`src/rtl/mpss_defines.svh`:
```
// Purpose: timing and width constants for the module power-state sequencer host
// Assumes: 250 MHz host clock
// Notes:   hold times are in milliseconds; cycle counts derive from them
`ifndef MPSS_DEFINES_SVH
`define MPSS_DEFINES_SVH

`define MPSS_CLK_HZ          250000000
`define MPSS_CLK_PER_MS      (`MPSS_CLK_HZ / 1000)
`define MPSS_ON_HOLD_MS      5000
`define MPSS_WAKE_HOLD_MS    5000
`define MPSS_OFF_HOLD_MS     3000
`define MPSS_KILL_HOLD_MS    200
`define MPSS_ON_HOLD_CYC     (`MPSS_ON_HOLD_MS * `MPSS_CLK_PER_MS)
`define MPSS_WAKE_HOLD_CYC   (`MPSS_WAKE_HOLD_MS * `MPSS_CLK_PER_MS)
`define MPSS_OFF_HOLD_CYC    (`MPSS_OFF_HOLD_MS * `MPSS_CLK_PER_MS)
`define MPSS_KILL_HOLD_CYC   (`MPSS_KILL_HOLD_MS * `MPSS_CLK_PER_MS)
`define MPSS_CNT_W           32

`endif

```
`src/rtl/mpss_pkg.sv`:
```
// Purpose: types for the module power-state sequencer host
// Assumes: nothing
// Notes:   command codes and the host's view of the module
`default_nettype none
package mpss_pkg;
	typedef enum logic [2:0] {
		MPSS_CMD_NONE,
		MPSS_CMD_POWER_ON,
		MPSS_CMD_POWER_OFF,
		MPSS_CMD_WAKE,
		MPSS_CMD_HARD_KILL
	} mpss_cmd_t;

	typedef enum logic [1:0] {
		MPSS_VIEW_OFF,
		MPSS_VIEW_ON,
		MPSS_VIEW_DEEP_SLEEP_OR_OFF
	} mpss_view_t;
endpackage
`default_nettype wire

```
`src/rtl/mpss_sync_if.sv`:
```
// Purpose: carries the synchronised monitor level and its edges
// Assumes: one clock
// Notes:   driven by the synchroniser, read by the sequencer
`default_nettype none
interface mpss_sync_if;
	logic level;
	logic rise;
	logic fall;
	modport src (output level, output rise, output fall);
	modport dst (input level, input rise, input fall);
endinterface
`default_nettype wire
```
`src/rtl/mpss_host.sv`:
```
// Purpose: host-side sequencer that powers a cellular module on, off and out of deep sleep
// Assumes: 250 MHz clock; request pin push-pull; kill pin open-drain
// Notes:   hold times counted in host cycles; counts are parameters to shorten in simulation
`default_nettype none
`include "mpss_defines.svh"
module mpss_host
	import mpss_pkg::*;
#(
	parameter int unsigned ON_HOLD_CYC   = `MPSS_ON_HOLD_CYC,
	parameter int unsigned WAKE_HOLD_CYC = `MPSS_WAKE_HOLD_CYC,
	parameter int unsigned OFF_HOLD_CYC  = `MPSS_OFF_HOLD_CYC,
	parameter int unsigned KILL_HOLD_CYC = `MPSS_KILL_HOLD_CYC
) (
	input  wire logic              ref_clk_in,
	input  wire logic              resetn_in,
	input  wire mpss_pkg::mpss_cmd_t cmd_in,
	input  wire logic              cmd_valid_in,
	input  wire logic              battery_ok_in,
	input  wire logic              auto_on_strap_in,
	input  wire logic              powered_indicator_in,
	output logic                   cmd_ready_out,
	output logic                   cmd_done_out,
	output logic                   cmd_error_out,
	output var mpss_pkg::mpss_view_t module_view_out,
	output logic                   battery_remove_ok_out,
	output logic                   power_wake_req_out,
	output logic                   hard_kill_n_out,
	output logic                   hard_kill_n_oe_out
);
	import mpss_pkg::*;

	// ==========================================================
	// state
	// ==========================================================
	typedef enum logic [2:0] {
		MPSS_ST_IDLE,
		MPSS_ST_HOLD_REQ,
		MPSS_ST_WAIT_MON,
		MPSS_ST_HOLD_KILL,
		MPSS_ST_DONE
	} mpss_seq_t;

	typedef struct packed {
		mpss_seq_t              seq;
		mpss_cmd_t              cmd;
		logic [`MPSS_CNT_W-1:0] cnt;
		logic                   req;
		logic                   kill_oe;
		logic                   ready;
		logic                   done;
		logic                   err;
		mpss_view_t             view;
		logic                   bat_ok;
		logic                   strap;
		logic                   strap_seen;
		logic                   rm_ok;
	} mpss_host_st_t;

	mpss_host_st_t st_reg;
	mpss_host_st_t st_next;

	mpss_sync_if mon_if ();

	mpss_sync u_mon_sync (
		.ref_clk_in (ref_clk_in),
		.resetn_in  (resetn_in),
		.async_in   (powered_indicator_in),
		.sync_out   (mon_if)
	);

	// ==========================================================
	// helpers
	// ==========================================================
	function automatic logic [`MPSS_CNT_W-1:0] hold_of(input mpss_cmd_t c);
		unique case (c)
			MPSS_CMD_POWER_ON:  hold_of = `MPSS_CNT_W'(ON_HOLD_CYC);
			MPSS_CMD_WAKE:      hold_of = `MPSS_CNT_W'(WAKE_HOLD_CYC);
			MPSS_CMD_POWER_OFF: hold_of = `MPSS_CNT_W'(OFF_HOLD_CYC);
			MPSS_CMD_HARD_KILL: hold_of = `MPSS_CNT_W'(KILL_HOLD_CYC);
			default:            hold_of = `MPSS_CNT_W'(1);
		endcase
	endfunction

	// ==========================================================
	// sequencer
	// ==========================================================
	always_comb begin
		st_next      = st_reg;
		st_next.done = 1'b0;
		if (!st_reg.strap_seen) begin
			// strap caught after reset release; tied-high request means module self-starts
			st_next.strap      = auto_on_strap_in;
			st_next.strap_seen = 1'b1;
		end
		// indicator is the only status: low means off or deep sleep
		st_next.view = mon_if.level ? MPSS_VIEW_ON : MPSS_VIEW_DEEP_SLEEP_OR_OFF;
		unique case (st_reg.seq)
			MPSS_ST_IDLE: begin
				st_next.ready = 1'b1;
				if (cmd_valid_in && st_reg.ready) begin
					st_next.ready = 1'b0;
					st_next.err   = 1'b0;
					st_next.cmd   = cmd_in;
					st_next.cnt   = hold_of(cmd_in);
					st_next.seq   = MPSS_ST_DONE;
					unique case (cmd_in)
						MPSS_CMD_POWER_ON, MPSS_CMD_WAKE: begin
							// only from low indicator, good battery, no strap
							if (!mon_if.level && battery_ok_in && !st_reg.strap) begin
								st_next.seq = MPSS_ST_HOLD_REQ;
								st_next.req = 1'b1;
							end else begin
								st_next.err = 1'b1;
							end
						end
						MPSS_CMD_POWER_OFF: begin
							// tied-high strap blocks shutdown too, leaving only the hard kill command
							if (mon_if.level && !st_reg.strap) begin
								st_next.seq = MPSS_ST_HOLD_REQ;
								st_next.req = 1'b1;
							end else begin
								st_next.err = 1'b1;
							end
						end
						MPSS_CMD_HARD_KILL: begin
							// kill acts only while powered; in deep sleep it is refused with an error
							if (mon_if.level) begin
								st_next.seq     = MPSS_ST_HOLD_KILL;
								st_next.kill_oe = 1'b1;
							end else begin
								st_next.err = 1'b1;
							end
						end
						default: begin
							st_next.err = 1'b1;
						end
					endcase
				end
			end
			MPSS_ST_HOLD_REQ: begin
				st_next.cnt = st_reg.cnt - `MPSS_CNT_W'(1);
				if (st_reg.cnt == `MPSS_CNT_W'(1)) begin
					st_next.req = 1'b0;
					st_next.cnt = hold_of(st_reg.cmd);
					st_next.seq = MPSS_ST_WAIT_MON;
				end
			end
			MPSS_ST_HOLD_KILL: begin
				st_next.cnt = st_reg.cnt - `MPSS_CNT_W'(1);
				if (st_reg.cnt == `MPSS_CNT_W'(1)) begin
					st_next.kill_oe = 1'b0;
					st_next.cnt     = hold_of(MPSS_CMD_POWER_ON);
					st_next.seq     = MPSS_ST_WAIT_MON;
				end
			end
			MPSS_ST_WAIT_MON: begin
				// timeout of one more hold interval of the command, or of the power-on hold after a kill; module detach may take seconds
				st_next.cnt = st_reg.cnt - `MPSS_CNT_W'(1);
				if ((st_reg.cmd == MPSS_CMD_POWER_OFF || st_reg.cmd == MPSS_CMD_HARD_KILL)
					? !mon_if.level : mon_if.level) begin
					st_next.seq = MPSS_ST_DONE;
				end else if (st_reg.cnt == `MPSS_CNT_W'(1)) begin
					st_next.err = 1'b1;
					st_next.seq = MPSS_ST_DONE;
				end
			end
			MPSS_ST_DONE: begin
				st_next.done = 1'b1;
				st_next.seq  = MPSS_ST_IDLE;
			end
		endcase
		// registered so the removal permit never glitches between view and state updates
		st_next.rm_ok = (st_next.view == MPSS_VIEW_DEEP_SLEEP_OR_OFF)
			&& (st_next.seq == MPSS_ST_IDLE);
	end

	always_ff @(posedge ref_clk_in or negedge resetn_in) begin
		if (!resetn_in) begin
			st_reg      <= '0;
			st_reg.seq  <= MPSS_ST_IDLE;
			st_reg.view <= MPSS_VIEW_OFF;
		end else begin
			st_reg <= st_next;
		end
	end

	// ==========================================================
	// outputs
	// ==========================================================
	assign cmd_ready_out         = st_reg.ready;
	assign cmd_done_out          = st_reg.done;
	assign cmd_error_out         = st_reg.err;
	assign module_view_out       = st_reg.view;
	// request stays low while off except during a hold, limiting back powering
	assign power_wake_req_out    = st_reg.req;
	assign hard_kill_n_out       = 1'b0;
	assign hard_kill_n_oe_out    = st_reg.kill_oe;
	assign battery_remove_ok_out = st_reg.rm_ok;
endmodule
`default_nettype wire

```
`src/rtl/mpss_sync.sv`:
```
// Purpose: three-flop synchroniser for the module's powered indicator
// Assumes: async pin input
// Notes:   a change counts once stages two and three agree
`default_nettype none
module mpss_sync (
	input  wire logic  ref_clk_in,
	input  wire logic  resetn_in,
	input  wire logic  async_in,
	mpss_sync_if.src   sync_out
);
	typedef struct packed {
		logic s1;
		logic s2;
		logic s3;
		logic lvl;
	} mpss_sync_st_t;

	mpss_sync_st_t st_reg;
	mpss_sync_st_t st_next;

	always_comb begin
		st_next    = st_reg;
		st_next.s1 = async_in;
		st_next.s2 = st_reg.s1;
		st_next.s3 = st_reg.s2;
		if (st_reg.s2 == st_reg.s3) begin
			st_next.lvl = st_reg.s3;
		end
	end

	always_ff @(posedge ref_clk_in or negedge resetn_in) begin
		if (!resetn_in) begin
			st_reg <= '0;
		end else begin
			st_reg <= st_next;
		end
	end

	assign sync_out.level = st_reg.lvl;
	assign sync_out.rise  = st_next.lvl & ~st_reg.lvl;
	assign sync_out.fall  = ~st_next.lvl & st_reg.lvl;
endmodule
`default_nettype wire

```
`config.mk`:
```
export PLATFORM = sky130hd
export DESIGN_NAME = mpss_host
export DESIGN_NICKNAME = d
export VERILOG_FILES = /design/src/rtl/mpss_pkg.sv /design/src/rtl/mpss_sync_if.sv /design/src/rtl/mpss_host.sv /design/src/rtl/mpss_sync.sv
export VERILOG_INCLUDE_DIRS = /design/src /design/src/rtl
export SDC_FILE = /design/constraint.sdc
export NUM_CORES = 1
export LEC_CHECK = 0
export BUFFER_PORTS_ARGS = -buffer_cell sky130_fd_sc_hd__buf_4
export CORE_ASPECT_RATIO = 0.8
export CORE_MARGIN = 2
export CORE_UTILIZATION = 50
export CTS_CLUSTER_DIAMETER = 150
export DETAILED_ROUTE_END_ITERATION = 6
export PLACE_DENSITY = 0.67
export SKIP_CTS_REPAIR_TIMING = 1
export SYNTH_ARGS = -nofsm -noshare
export SYNTH_HDL_FRONTEND = slang
export SYNTH_SLANG_ARGS = --single-unit
```
`constraint.sdc`:
```
create_clock -name ref_clk_in -period 2.72 [get_ports ref_clk_in]
set_input_delay 0.408 -clock ref_clk_in [delete_from_list [all_inputs] [get_ports ref_clk_in]]
set_output_delay 0.408 -clock ref_clk_in [all_outputs]
set_load 0.01 [all_outputs]
```
== After elaboration in Yosys (flattened, before gate mapping) ==
Index checks and enable logic that the tools add are counted.
Cells by class
  $add $sub $neg: 1
  equal/unequal tests: 25
  multiplexer cells: 33
  reductions and logical operators: 22
Operators by type and width (number)
  one-hot mux 31 bit (3 select lines): 2
  one-hot mux 32 bit (4 select lines): 1
  2-to-1 mux 41 bit: 1
  2-to-1 mux 33 bit: 1
  equality test 32 x 1 -> 1 bit, second input constant: 1
  2-to-1 mux 32 bit: 1
  subtractor 32 x 1 -> 32 bit, second input constant: 1
  equality test 3 x 2 -> 1 bit, second input constant: 6
  2-to-1 mux 3 bit: 6
  2-to-1 mux 1 bit: 13
  one-hot mux 3 bit (4 select lines): 1
  inequality test 2 bit, second input constant: 5
  equality test 3 x 1 -> 1 bit, second input constant: 3
  equality test 3 bit, second input constant: 3
  one-hot mux 3 bit (3 select lines): 1
  one-hot mux 1 bit (2 select lines): 4
  logical NOT 3 bit: 2
  inequality test 3 bit, second input constant: 2
  AND reduction 6 bit: 1
  nonzero test 2 bit: 3
  OR reduction 2 bit: 3
  logical AND 1 bit: 5
  AND reduction 5 bit: 1
  inequality test 2 x 1 -> 1 bit, second input constant: 2
  10 further kinds: 12
Storage, ports and cells
  bits in registers: 52
  input bits: 9
  output and inout bits: 9
  logic and storage cells: 97

== Longest topological paths before layout ==
  word-level depth: 9
  depth in mapped cells: 9

== Cells and area by module ==
Synthesis repeated with hierarchy kept, for this count alone.
Second synthesis, totals
  cells, all modules: 390
  area, all modules: 3294.4 um^2
By module, submodules not included
  mpss_host: instances 1, cells each 383, area each 3165.5 um^2, sequential area each 1201.2 um^2
  mpss_sync: instances 1, cells each 7, area each 128.9 um^2, sequential area each 100.1 um^2

== Worst setup path before layout ==
No wires, ideal clock.
  kind: register -> register
  from: register st_reg[11] in the netlist's numbering
  to: register st_reg[33] in the netlist's numbering
  library setup time: 126 ps
  data arrival time: 2112 ps
  required time: 2594 ps
  setup slack: 482 ps
  stages on the path, launching flop included: 9
  buffers on the path: 0
  cells stage by stage: dfrtp_1 > inv_1 > ha_1 > nor3b_1 > nand3_1 > nor4_1 > nor3b_1 > a31oi_1 > o311a_1
On the way
  longest elaborated chain between the ends: 3
  elaborated cells between the ends (all ways): 5
  classes of those cells: 1 x add/sub; 1 x eq/ne; 3 x mux
Ends and longest elaborated chain
  start: declaration: line mpss_host.sv:59  | mpss_host_st_t st_reg;
  start signal: assignment: line mpss_host.sv:183  | st_reg <= st_next;
  subtractor 32 x 1 -> 32 bit / equality test 32 x 1 -> 1 bit (equally long branches)
  2-to-1 mux 32 bit / 2-to-1 mux 33 bit (equally long branches): line mpss_host.sv:150, mpss_host.sv:142
  one-hot mux 32 bit (4 select lines) *: line mpss_host.sv:97  | unique case (st_reg.seq)
Every way passes the cells marked *; elsewhere a longest branch is shown, timed or not. The select of a mux whose other input is x is not followed.
A chain may end at the register's enable or synchronous reset.

== Worst setup path in the final report ==
  from: register st_reg[16] in the netlist's numbering
  to: register st_reg[30] in the netlist's numbering
Same word-level chain as after synthesis.

==> qor.txt <==
FINAL LAYOUT
----------------------------------------------------------------------------------------------------
Number of diodes added for antenna fixing .............................................            0
Final standard cell area without fillers ..............................................   3690 sq um
Largest register FFs ..................................................................           40
Number of fill cells ..................................................................          574
Nets ..................................................................................          424
Utilization after layout ..............................................................        57.5%
Share of post-route cells with drive strength above 1 .................................        14.5%
Layout-stage area growth over the synthesis result ....................................        11.3%

HOLD PATH
----------------------------------------------------------------------------------------------------
Kind of path behind the tightest hold check ........................................... primary input to async pin

TIMING
----------------------------------------------------------------------------------------------------
Measured slew at the worst slew-check pin .............................................       680 ps
Clock period minus final worst setup slack ............................................      2530 ps
Share of the cycle needed by the critical path after routing ..........................        93.1%
Slew margin rel. ......................................................................        54.7%
Setup repair after global routing missed its margin ...................................           no
Final-layout setup total negative slack ...............................................         0 ps
Setup violations, final ...............................................................            0
Hold Vio Cnt, Final ...................................................................            0
Fmax ..................................................................................    0.395 GHz
Final Skew ............................................................................      16.3 ps
Final Slew Violations .................................................................            0
Hold slack final ......................................................................       103 ps

ROUTE
----------------------------------------------------------------------------------------------------
Count of routing violations after the opening detailed-route iteration ................          261
WL per Instance .......................................................................      18.2 um
DR pass1 iterations ...................................................................            4
Routed Antenna Nets ...................................................................            0
Vias/cell .............................................................................         6.34
Detailed-route DRC error count ........................................................            0
Aggregate routed wire length ..........................................................      9.04 mm
Number of vias in the routed layout ...................................................         3155

SYNTH
----------------------------------------------------------------------------------------------------
Fraction of the yosys area taken by sequential cells ..................................        39.3%
Count of unique library cells instantiated by Yosys ...................................           65
Most frequently used flop master after synthesis ......................................      dfrtp_1
Most used standard cell by instance count after synthesis .............................      dfrtp_1
Synth area leaders .................................................................... dfrtp_1 (39%), a21oi_1 (5.6%), nor2_1 (4.8%)
Cell type with the largest total area after synthesis .................................      dfrtp_1
Average cell area after synthesis .....................................................   8.49 sq um
Yosys warning total ...................................................................            0
Synthesis-stage register bit count ....................................................           52
Netlist area before placement .........................................................   3310 sq um
Share of the synthesized area in the top cell type ....................................        39.3%
EDFF count, synth .....................................................................            0
Top cell types by occurrence after synthesis .......................................... dfrtp_1 (52), nor2_1 (42), nand2_1 (41)
Fraction of registers with async set/reset ............................................         100%
Syn nets ..............................................................................          401
Gate count of the mapped netlist ......................................................          390

CRITICAL PATH
----------------------------------------------------------------------------------------------------
Crit path launch type .................................................................     register
Maximum fanout along the worst path ...................................................            6
Cells on worst reg2reg path ...........................................................            6
Worst Setup End Kind ..................................................................     register
Worst reg-to-reg setup slack ..........................................................       190 ps
Worst endpoint required time ..........................................................      2940 ps
Start-to-end type of the worst setup path ............................................. register to register
Critical register-to-register path startpoint .........................................   st_reg[16]
Arrival @ worst endpoint ..............................................................      2750 ps
Worst reg2reg endpoint ................................................................   st_reg[30]

CLOCKING
----------------------------------------------------------------------------------------------------
Clock latency at the later pin of the worst-skew pair .................................       320 ps
Maximum level of the CTS H-tree .......................................................            2
Cell chosen for the clock root ........................................................     clkbuf_8
Buffer depth of the longest clock path ................................................            2
CTS tree ..............................................................................        built
Number of clock sinks seen by CTS .....................................................           52
Clock-pin slew reported for the worst setup and hold paths after clock tree synthesis .       120 ps
Total clock buffers created by CTS ....................................................            5

DIE
----------------------------------------------------------------------------------------------------
Area inside the core boundary .........................................................   6410 sq um
Die area ..............................................................................   7290 sq um
Site Rows .............................................................................           26
Initial standard-cell utilization of the core .........................................        51.7%
Die span in y .........................................................................      76.8 um
Io pins ...............................................................................           18
DIE WIDTH .............................................................................      95.0 um

GLOBAL ROUTING
----------------------------------------------------------------------------------------------------
Leftover overflow at the end of global routing ........................................            0
Overall fraction of global-route tracks in use ........................................        26.7%
Number of global-route vias before repair .............................................         2897
First-pass GRT wire length ............................................................      15.2 mm
Initial antenna violation count .......................................................            0
Maximum number of pins on one net before global-route repair ..........................           53

POWER AND IR DROP
----------------------------------------------------------------------------------------------------
Logic gate share of total power .......................................................        55.9%
Worst vdd rail ir drop ................................................................     0.473 mV
Power per cell area ................................................................... 1170 nW/um^2
Sw Share ..............................................................................        49.0%
Proportion of power drawn by the clock network ........................................        11.2%
Pwr Total .............................................................................      4.32 mW
Cell internal pwr .....................................................................      2.20 mW
Power share of the sequential group ...................................................        33.0%
Pleak .................................................................................      1.53 nW
Switching power of the nets ...........................................................      2.12 mW

RUN STATUS
----------------------------------------------------------------------------------------------------
Run status ............................................................................ complete, no violations

PLACED DESIGN
----------------------------------------------------------------------------------------------------
Placed cell area ......................................................................   3590 sq um
GP Congestion .........................................................................        0.974
Port Buffers ..........................................................................           16
Total half-perimeter wirelength after legalization and detailed placement .............      6.75 mm

FLOW RUN
----------------------------------------------------------------------------------------------------
Max-capacitance violation count .......................................................            0

==> power groups by stage <==
stage	Combinational (mW)	Clock [mW]	Sequential, mW
2_1_floorplan	1.70	0	1.33
3_3_place_gp	2.35	0	1.43
3_5_place_dp	2.36	0	1.43
4_1_cts	2.38	0.490	1.42
5_1_grt	2.68	0.523	1.47
6_report	2.41	0.483	1.43
==> cell usage in the layout, fill, tap and decap left out, types with 2 or more instances in the layout <==
cell type and n:
a211oi_1 3, a21o_1 5, a21oi_1 36, a22oi_1 2, a2bb2oi_1 3, a31oi_1 14, and2_1 6, buf_4 36
clkbuf_8 5, conb_1 2, dfrtp_1 52, ha_1 2, inv_1 8, inv_6 2, mux2_2 2, mux2i_1 2
nand2_1 41, nand2b_1 7, nand3_1 12, nand4_1 5, nor2_1 42, nor2b_1 4, nor3_1 15, nor3_2 3
nor3b_1 3, nor4_1 9, nor4_4 2, nor4b_1 2, o211a_1 2, o21a_1 3, o21ai_0 21, o21ai_1 3
o22a_1 3, o22ai_1 6, o311a_1 3, o31ai_1 4, or3_1 7, xnor2_1 6, xor2_1 4
==> worst max path at each step <==
stage,start,to,slack (ps),depth (start not counted)
3_3_place_gp,st_reg[16],st_reg[28],350,6
6_report,st_reg[16],st_reg[30],190,6
4_1_cts,st_reg[16],st_reg[30],230,6
2_1_floorplan,st_reg[11],st_reg[33],480,8
5_1_grt,st_reg[16],st_reg[30],50,6
3_5_place_dp,st_reg[16],st_reg[30],230,6
==> worst max-delay path: stages, from the launching register on <==
cell and delay (ps):
dfrtp_1 460, nor4_1 540, nand4_2 260, or4_1 610
o21ai_1 290, nand2_1 140, o311a_1 150
==> kinds of logic (layout without fill, tap and decap cells) <==
kind of cell	count (synthesis)	after routing	share of synthesized area [%]
AND/OR/NAND/NOR	166	166	26.8
XOR/XNOR	10	10	2.65
multiplexers	4	4	1.28
buffers and inverters	28	52	3.89
adder cells (fa/ha/maj)	3	3	1.06
flip-flops	52	52	39.3
AO/OA/AOI/OAI	125	125	24.8
other	2	2	0.227
==> stage by stage <==
step                      instances  setup WS [ps]
final                           498            189
after global routing            498           47.2
after CTS                       498            229
after detailed placement        490            230
after global placement          490            352
after floorplan                 390            482
==> routing by layer <==
metal / wire [um] / part of all wire [%] / up-vias / GRT usage, %
li1: - / - / 1484 / -
met1: 4630 / 51 / 1534 / 44.0
met2: 3740 / 41 / 124 / 36.4
met3: 559 / 6.2 / 13 / 3.34
met4: 117 / 1.3 / 0 / 6.09
met5: 0 / 0 / - / 0
==> cell type report <==
type | instances | area, sq um | area share, %
Clock buffer | 5 | 68.8 | 1.87
Tap cell | 84 | 105 | 2.85
Multi-Input combinational cell | 310 | 1880 | 51.1
Inverter | 8 | 30.0 | 0.815
Timing Repair Buffer | 36 | 270 | 7.33
Sequential cell | 52 | 1300 | 35.3
Clock inverter | 3 | 26.3 | 0.713
No activity file was read; power rests on OpenSTA's default activity.
